===== config.mk =====
export PLATFORM = sky130hd
export DESIGN_NAME = ttm_top
export DESIGN_NICKNAME = d
export VERILOG_FILES = /design/src/ttm_pkg.sv /design/src/ttm_top.sv
export VERILOG_INCLUDE_DIRS = /design/src
export SDC_FILE = /design/constraint.sdc
export NUM_CORES = 1
export LEC_CHECK = 0
export ABC_AREA = 0
export BUFFER_PORTS_ARGS = -buffer_cell sky130_fd_sc_hd__buf_2
export CAP_MARGIN = 0
export CELL_PAD_IN_SITES_DETAIL_PLACEMENT = 0
export CELL_PAD_IN_SITES_GLOBAL_PLACEMENT = 1
export CORE_MARGIN = 1
export CORE_UTILIZATION = 30
export CTS_CLUSTER_DIAMETER = 30
export DETAILED_ROUTE_END_ITERATION = 16
export GPL_ROUTABILITY_DRIVEN = 1
export PLACE_DENSITY_LB_ADDON = 0.1
export SLEW_MARGIN = 30
export SYNTH_ARGS = -nofsm -noshare
export SYNTH_HDL_FRONTEND = slang
export SYNTH_SLANG_ARGS = --single-unit

===== constraint.sdc =====
create_clock -name SYS_CLK_I -period 8.67 [get_ports SYS_CLK_I]
set_input_delay 0.4335 -clock SYS_CLK_I [delete_from_list [all_inputs] [get_ports SYS_CLK_I]]
set_output_delay 0.4335 -clock SYS_CLK_I [all_outputs]
set_load 0.03 [all_outputs]

===== src/ttm_regs.svh =====
`ifndef TTM_REGS_SVH
`define TTM_REGS_SVH

// register byte offsets on the wishbone slave
`define TTM_OFS_CTRL     8'h00
`define TTM_OFS_SETPT    8'h04
`define TTM_OFS_BAND     8'h08
`define TTM_OFS_DWELL    8'h0C
`define TTM_OFS_MEAS     8'h10
`define TTM_OFS_COND     8'h14
`define TTM_OFS_EVSTAT   8'h18
`define TTM_OFS_EVCLR    8'h1C
`define TTM_OFS_EVEN     8'h20

// field positions
`define TTM_CTRL_ON      0
`define TTM_CTRL_MODE_LO 1
`define TTM_COND_OPC     0
`define TTM_COND_INTOL   9
`define TTM_EV_ENTER     0
`define TTM_EV_EXIT      1
`define TTM_EV_REJECT    2

// cooler control modes
`define TTM_MODE_T       2'h0
`define TTM_MODE_R       2'h1
`define TTM_MODE_ITE     2'h2

// band in 0.1 degC steps, dwell in ms, measured value in 1e-4 units
`define TTM_BAND_MIN     8'h01
`define TTM_BAND_MAX     8'h64
`define TTM_BAND_RST     8'h02
`define TTM_DWELL_MIN    16'h0001
`define TTM_DWELL_MAX    16'hC350
`define TTM_DWELL_RST    16'h1388
`define TTM_BAND_SCALE   33'h0_0000_03E8
`define TTM_ITE_BAND     33'h0_0000_0064

// timing
`define TTM_CLK_HZ       125000000
`define TTM_SAMPLE_MS    400
`define TTM_MS_CYC       (`TTM_CLK_HZ / 1000)
`define TTM_SAMPLE_CYC   (`TTM_MS_CYC * `TTM_SAMPLE_MS)

`endif


===== src/ttm_pkg.sv =====
`default_nettype none
package ttm_pkg;
  // tolerance tracking states
  typedef enum logic [1:0] {ST_OUT, ST_DWELL, ST_IN} ttm_tol_st_t;

  // whole state of the monitor
  typedef struct packed {
    logic              ack;
    logic [31:0]       dat;
    logic              irq;
    logic              out_on;
    logic [1:0]        mode;
    logic [31:0]       setpt;
    logic [7:0]        band;
    logic [15:0]       dwell;
    logic [31:0]       meas;
    ttm_tol_st_t       st;
    logic              in_tol;
    logic              opc;
    logic              opc_pend;
    logic [2:0]        ev;
    logic [2:0]        ev_en;
    logic [31:0]       ms_cnt;
    logic [15:0]       dwell_cnt;
    logic [31:0]       samp_cnt;
    logic              samp_req;
  } ttm_state_t;
endpackage
`default_nettype wire


===== src/ttm_top.sv =====
// How it works
// RULE1 - a sample request pulses every 400 ms and each returned sample feeds the band check.
// RULE2 - the measured value is latched on every sample whatever the control mode.
// RULE3 - the measured value is kept in 1e-4 units on 32 signed bits so six digits survive.
// RULE4 - the band half-width is accepted only from 0.1 to 10.0 degC; other writes are refused.
// RULE5 - the dwell window is accepted only from 0.001 to 50.0 s; other writes are refused.
// RULE6 - after reset the band is 0.2 degC and the dwell window 5 s until software changes them.
// RULE7 - in current mode a fixed 10 mA band replaces the programmed band; dwell still applies.
// RULE8 - in resistance mode the programmed band and dwell apply exactly as in temperature mode.
// RULE9 - condition bit 9 sets only after the value stayed in band for the whole dwell window.
// RULE10 - output switch-on or a set point change holds operation-complete until in tolerance.
// RULE11 - entering and leaving tolerance are both latched as sticky events that can interrupt.
// RULE12 - software reads the band and then the dwell window back from two registers.
// RULE13 - a sample out of band or a set point change restarts the dwell and clears bit 9.
`include "ttm_regs.svh"
`default_nettype none
module ttm_top #(
  parameter int unsigned MS_CYC     = `TTM_MS_CYC,
  parameter int unsigned SAMPLE_CYC = `TTM_SAMPLE_CYC
) (
  input  wire logic        SYS_CLK_I,
  input  wire logic        RST_I,
  input  wire logic        CYC_I,
  input  wire logic        STB_I,
  input  wire logic        WE_I,
  input  wire logic [7:0]  ADR_I,
  input  wire logic [3:0]  SEL_I,
  input  wire logic [31:0] DAT_I,
  output logic [31:0]      DAT_O,
  output logic             ACK_O,
  output logic             IRQ_O,
  input  wire logic        MEAS_VLD_I,
  input  wire logic [31:0] MEAS_I,
  output logic             SAMPLE_REQ_O,
  output logic             IN_TOL_O,
  output logic             OPC_O
);

  ttm_pkg::ttm_state_t s_q;
  ttm_pkg::ttm_state_t s_d;

  // byte-lane merge of a write into an existing word
  function automatic logic [31:0] wb_merge(input logic [31:0] old_v,
                                           input logic [31:0] new_v,
                                           input logic [3:0]  sel);
    logic [31:0] r;
    r = old_v;
    for (int i = 0; i < 4; i++)
    begin
      if (sel[i])
        r[i*8 +: 8] = new_v[i*8 +: 8];
    end
    return r;
  endfunction

  // magnitude of the error between measurement and set point
  function automatic logic [32:0] abs_err(input logic [31:0] a, input logic [31:0] b);
    logic signed [32:0] d;
    d = $signed({a[31], a}) - $signed({b[31], b});
    return d[32] ? 33'(-d) : 33'(d);
  endfunction

  // band limit in measurement units for the current mode
  function automatic logic [32:0] band_lim(input logic [1:0] mode, input logic [7:0] band);
    logic [32:0] r;
    if (mode == `TTM_MODE_ITE)
      r = `TTM_ITE_BAND;                             // see RULE7
    else
      r = 33'(band) * `TTM_BAND_SCALE;               // see RULE8
    return r;
  endfunction

  logic        acc;
  logic        wr;
  logic        rd;
  logic [31:0] wv;
  logic        in_band;
  logic        setpt_wr;
  logic        on_rise;
  logic [2:0]  ev_set;

  // a bus access is answered one cycle after strobe; ack drops the cycle after
  assign acc      = CYC_I && STB_I && !s_q.ack;
  assign wr       = acc && WE_I;
  assign rd       = acc && !WE_I;
  assign in_band  = abs_err(MEAS_I, s_q.setpt) <= band_lim(s_q.mode, s_q.band);
  assign setpt_wr = wr && ADR_I == `TTM_OFS_SETPT;
  assign on_rise  = wr && ADR_I == `TTM_OFS_CTRL && SEL_I[0]
                    && DAT_I[`TTM_CTRL_ON] && !s_q.out_on;

  // next state: bus, sampling, dwell timing, completion and events
  always_comb
  begin
    s_d        = s_q;
    wv         = wb_merge(32'h0000_0000, DAT_I, SEL_I);
    ev_set     = 3'h0;
    s_d.ack    = acc;
    s_d.dat    = 32'h0000_0000;
    s_d.samp_req = 1'b0;

    // periodic sample request
    if (s_q.samp_cnt >= 32'(SAMPLE_CYC - 1))
    begin
      s_d.samp_cnt = 32'h0000_0000;
      s_d.samp_req = 1'b1;                           // see RULE1
    end
    else
      s_d.samp_cnt = s_q.samp_cnt + 32'h0000_0001;

    // register writes
    if (wr)
    begin
      case (ADR_I)
        `TTM_OFS_CTRL:
        begin
          if (SEL_I[0])
          begin
            s_d.out_on = DAT_I[`TTM_CTRL_ON];
            s_d.mode   = DAT_I[`TTM_CTRL_MODE_LO +: 2];
          end
        end
        `TTM_OFS_SETPT: s_d.setpt = wb_merge(s_q.setpt, DAT_I, SEL_I);
        `TTM_OFS_BAND:
        begin
          // out-of-range values leave the old band in place
          if (wv[7:0] >= `TTM_BAND_MIN && wv[7:0] <= `TTM_BAND_MAX && wv[31:8] == 24'h0)
            s_d.band = wv[7:0];                      // see RULE4
          else
            ev_set[`TTM_EV_REJECT] = 1'b1;
        end
        `TTM_OFS_DWELL:
        begin
          if (wv[15:0] >= `TTM_DWELL_MIN && wv[15:0] <= `TTM_DWELL_MAX
              && wv[31:16] == 16'h0)
            s_d.dwell = wv[15:0];                    // see RULE5
          else
            ev_set[`TTM_EV_REJECT] = 1'b1;
        end
        `TTM_OFS_EVEN: s_d.ev_en = wv[2:0];
        default: ;
      endcase
    end

    // register reads; unmapped addresses answer zero
    if (rd)
    begin
      case (ADR_I)
        `TTM_OFS_CTRL:   s_d.dat = {29'h0, s_q.mode, s_q.out_on};
        `TTM_OFS_SETPT:  s_d.dat = s_q.setpt;
        `TTM_OFS_BAND:   s_d.dat = {24'h0, s_q.band};             // see RULE12
        `TTM_OFS_DWELL:  s_d.dat = {16'h0, s_q.dwell};            // see RULE12
        `TTM_OFS_MEAS:   s_d.dat = s_q.meas;                      // see RULE3
        `TTM_OFS_COND:   s_d.dat = {22'h0, s_q.in_tol, 8'h0, s_q.opc};
        `TTM_OFS_EVSTAT: s_d.dat = {29'h0, s_q.ev};
        `TTM_OFS_EVEN:   s_d.dat = {29'h0, s_q.ev_en};
        default:         s_d.dat = 32'h0000_0000;
      endcase
    end

    // millisecond tick runs only while dwelling
    if (s_q.st == ttm_pkg::ST_DWELL)
    begin
      if (s_q.ms_cnt >= 32'(MS_CYC - 1))
      begin
        s_d.ms_cnt    = 32'h0000_0000;
        s_d.dwell_cnt = s_q.dwell_cnt + 16'h0001;
        if (s_q.dwell_cnt + 16'h0001 >= s_q.dwell)
        begin
          s_d.st = ttm_pkg::ST_IN;                   // see RULE9
          ev_set[`TTM_EV_ENTER] = 1'b1;              // see RULE11
        end
      end
      else
        s_d.ms_cnt = s_q.ms_cnt + 32'h0000_0001;
    end

    // new sample: latched in every mode, then judged against the band
    if (MEAS_VLD_I)
    begin
      s_d.meas = MEAS_I;                             // see RULE2
      if (!in_band)
      begin
        s_d.st        = ttm_pkg::ST_OUT;             // see RULE13
        s_d.dwell_cnt = 16'h0000;
        s_d.ms_cnt    = 32'h0000_0000;
      end
      else if (s_q.st == ttm_pkg::ST_OUT)
      begin
        s_d.st        = ttm_pkg::ST_DWELL;
        s_d.dwell_cnt = 16'h0000;
        s_d.ms_cnt    = 32'h0000_0000;
      end
    end

    // a set point change wins over a sample in the same cycle
    if (setpt_wr)
    begin
      s_d.st        = ttm_pkg::ST_OUT;               // see RULE13
      s_d.dwell_cnt = 16'h0000;
      s_d.ms_cnt    = 32'h0000_0000;
    end

    // leaving tolerance by any path is an event
    if (s_q.st == ttm_pkg::ST_IN && s_d.st != ttm_pkg::ST_IN)
      ev_set[`TTM_EV_EXIT] = 1'b1;                   // see RULE11
    s_d.in_tol = (s_d.st == ttm_pkg::ST_IN);         // see RULE9

    // completion waits for tolerance after switch-on or set point change
    if (on_rise || setpt_wr)
    begin
      s_d.opc      = 1'b0;                           // see RULE10
      s_d.opc_pend = 1'b1;
    end
    else if (s_q.opc_pend && s_q.in_tol)
    begin
      s_d.opc      = 1'b1;                           // see RULE10
      s_d.opc_pend = 1'b0;
    end

    // sticky events: a set in the clearing cycle is kept
    if (wr && ADR_I == `TTM_OFS_EVCLR)
      s_d.ev = (s_q.ev & ~wv[2:0]) | ev_set;
    else
      s_d.ev = s_q.ev | ev_set;                      // see RULE11
    s_d.irq = |(s_d.ev & s_d.ev_en);
  end

  // state register; reset loads the default band and window
  always_ff @(posedge SYS_CLK_I)
  begin
    if (RST_I)
    begin
      s_q          <= '0;
      s_q.band     <= `TTM_BAND_RST;                 // see RULE6
      s_q.dwell    <= `TTM_DWELL_RST;                // see RULE6
      s_q.st       <= ttm_pkg::ST_OUT;
    end
    else
      s_q <= s_d;
  end

  assign DAT_O        = s_q.dat;
  assign ACK_O        = s_q.ack;
  assign IRQ_O        = s_q.irq;
  assign SAMPLE_REQ_O = s_q.samp_req;
  assign IN_TOL_O     = s_q.in_tol;
  assign OPC_O        = s_q.opc;
endmodule
`default_nettype wire

==> run summary <==
final hold violations: 0
register area: 4340 sq um
GRT Total Usage: 0.187
Max Fclk: 0.138 GHz
Hold WC Path Type: in -> reg
Compound-Gate Fraction of Synth Area: 0.173
Layout Cells excl Fill: 2536
mux share of post-synthesis cell area: 0.0422
# Post-CTS Setup Buffers: 0
Max-Cap Viols: 0
ys async rst share: 0
die width: 222 microns
Vias/cell: 5.10
layout cells sized above 1: 0.136
sequential power share: 0.292
final setup margin: 1.40 ns
status: completed
Pins Over Slew Limit: 0
area occupied by multi-input gates: 9330 sq um
routability cong.: 0.821
Core Area: 47800 sq um
clock sinks: 217
sw power: 0.000817 W
largest stage delay on the critical path: 0.53 ns
leakage: 7.10 nW
total power: 0.00349 W
Clock Latency Late Sink: 0.56 ns
Die ar.: 49500 sq um
Cells after Synth: 1786
CTS root buf: clkbuf_16
final worst path period share: 0.838
number of synthesized flops with an enable pin: 0
Int Pwr: 0.00268 W
drt pass-1 iters: 5
cell total after placement: 2434
maximum vdd drop: 0.146 mV
WP data required: 9.16 ns
Place WS: 1.35 ns
register bit total from synthesis: 217
Residual DRC: 0
critical path fanouts, max: 17
Port Buf Inserts: 118
antenna-violating nets left: 0
Rows: 80
WHS: 0.146 ns
CTS Buffer Depth: 3
number of global-route vias before repair: 12865
part of the power in the clock network: 0.621
Worst Max-Slew Pin Slew: 0.778 ns
largest family of logic cells by synthesized area: simple AND/OR/NAND/NOR gates
final net count: 2087
Initial Util: 0.305
Via Count: 12925
Hold Buf Count CTS: 0
buffers and inverters on the worst path: 3
Switching Share: 0.234
ys flop type: dfxtp_1
Layout fillers: 5030
critical path's slowest cell: fa_1
Top Family by Delay on Critical Path: compound AO/OA/AOI/OAI gates
post-synth cell types: 89
clk_skew: 0.0141 ns
antenna violations before repair: 2
RSZ-0062 raised after global routing: false
sequential area share after synthesis: 0.298
Worst-path clk slew: 0.04 ns
Power per Cell Area: 199 nW/um^2
Synth Area in Simple Gates: 0.230
CTS tree: built
Post-DP HPWL: 36000 microns
largest net degree at the start of global routing: 60
CTS Buf Count: 57
H-Tree Depth: 2
syn_area_per_cell: 8.16 sq um
Crit Path Class: reg -> reg
die height: 222 microns
Critical Path AT: 7.76 ns
remaining global-route overflow: 0
Adder-Cell Fraction of Synth Area: 0.120
CP endpoint kind: flip-flop
Slew headroom: 0.475
Avg WL per Cell: 18.5 microns
TNS Setup: 0 ns
post_cts resized: 0
Final min period: 7.27 ns
first-pass GRT wire length: 73100 microns
Initial DRC Count: 650
most frequent cells in the layout: 217 x dfxtp_1, 180 x nor2_1, 162 x nand2_1
final setup fails: 0
I/O pin count: 119
fraction of synthesized cell area in xor and xnor cells: 0.0715
synthesis-to-layout area growth: 20.4%
commonest non-fill, non-tap cell in the layout: dfxtp_1
Comb power frac: 0.088
synth warn: 0
Mapped Area: 14600 sq um
crit path launch type: flip-flop
DRT Wirelength: 46800 microns
-- power by group through the flow --
stage / sequential [W] / clock (W) / combinational (W)
floorplan: 0.00104 / 0 / 0.000204
global placement: 0.00104 / 0 / 0.000305
detailed placement: 0.00104 / 0 / 0.000305
CTS: 0.00102 / 0.00221 / 0.000307
global route: 0.00102 / 0.00227 / 0.000339
finish: 0.00102 / 0.00217 / 0.000306
-- sequential cells by signal, indices dropped and copies added, names as in the netlist --
register and cells:
OPC_O 1, IRQ_O 1, s_q 180, SAMPLE_REQ_O 1
DAT_O 32, IN_TOL_O 1, ACK_O 1
-- worst register-to-register path, delay by kind of cell (launching register included) --
kind | cells | cell delay, ns
AOI/OAI and AO/OA | 14 | 2.83
adders and majority gates | 6 | 2.43
and+or+nand+nor | 6 | 0.96
xor gates and xnor gates | 2 | 0.32
buffers and inverters | 3 | 0.15
DFF | 1 | 0.51
-- cell usage after synthesis, drive strengths merged, types with 52 or more instances --
cell type / number / area, sq um
a21oi: 117 / 589
inv: 111 / 417
nor2: 182 / 683
mux2i: 58 / 581
nand3: 69 / 345
dfxtp: 217 / 4340
xor2: 52 / 455
ha: 105 / 1310
xnor2: 67 / 587
clkbuf: 53 / 199
nand2: 162 / 608
o21ai: 54 / 270
-- path summary, 6_finish.rpt --
| path | slack (ns) | end | startpoint | cells after the start |
|---|---|---|---|---|
| worst max-delay path | 1.40 | s_q[50] | s_q[142] | 31 |
| worst max register to register | 1.40 | s_q[50] | s_q[142] | 31 |
| worst min-delay path | 0.15 | s_q[105] | MEAS_I[13] | 3 |
| worst min register to register | 0.46 | ACK_O | ACK_O | 1 |
-- cell families after synthesis --
family	count (synthesis)
AND/OR/NAND/NOR	675
AO/OA/AOI/OAI	372
flip-flops	217
buffers and inverters	214
adder cells (fa/ha/maj)	127
XOR/XNOR	119
multiplexers	61
other	1
-- cell type report --
cell class              count  share of cell area
multi-input cells        1360               0.532
clock inverters            26              0.0215
well taps                 615              0.0438
repair buffers            131              0.0394
clock buffers              75              0.0921
diodes                      1            0.000143
inverters                 111              0.0237
flip-flops and latches    217               0.248
-- layer usage --
| metal | vias up | routed length, microns | track usage |
|---|---|---|---|
| met1 | 6130 | 23100 | 0.257 |
| met2 | 217 | 20800 | 0.298 |
| met4 | 2 | 1150 | 0.0585 |
| met5 | - | 8 | 0 |
| met3 | 73 | 1800 | 0.0313 |
| li1 | 6503 | - | - |
-- per-stage QoR --
step | instance area, sq um | utilization
floorplan | 14600 | -
global placement | 15500 | 0.325
detailed placement | 15500 | 0.325
CTS | 17500 | 0.367
global route | 17500 | 0.367
finish | 17500 | 0.367
(Power assumes the default switching activity.)
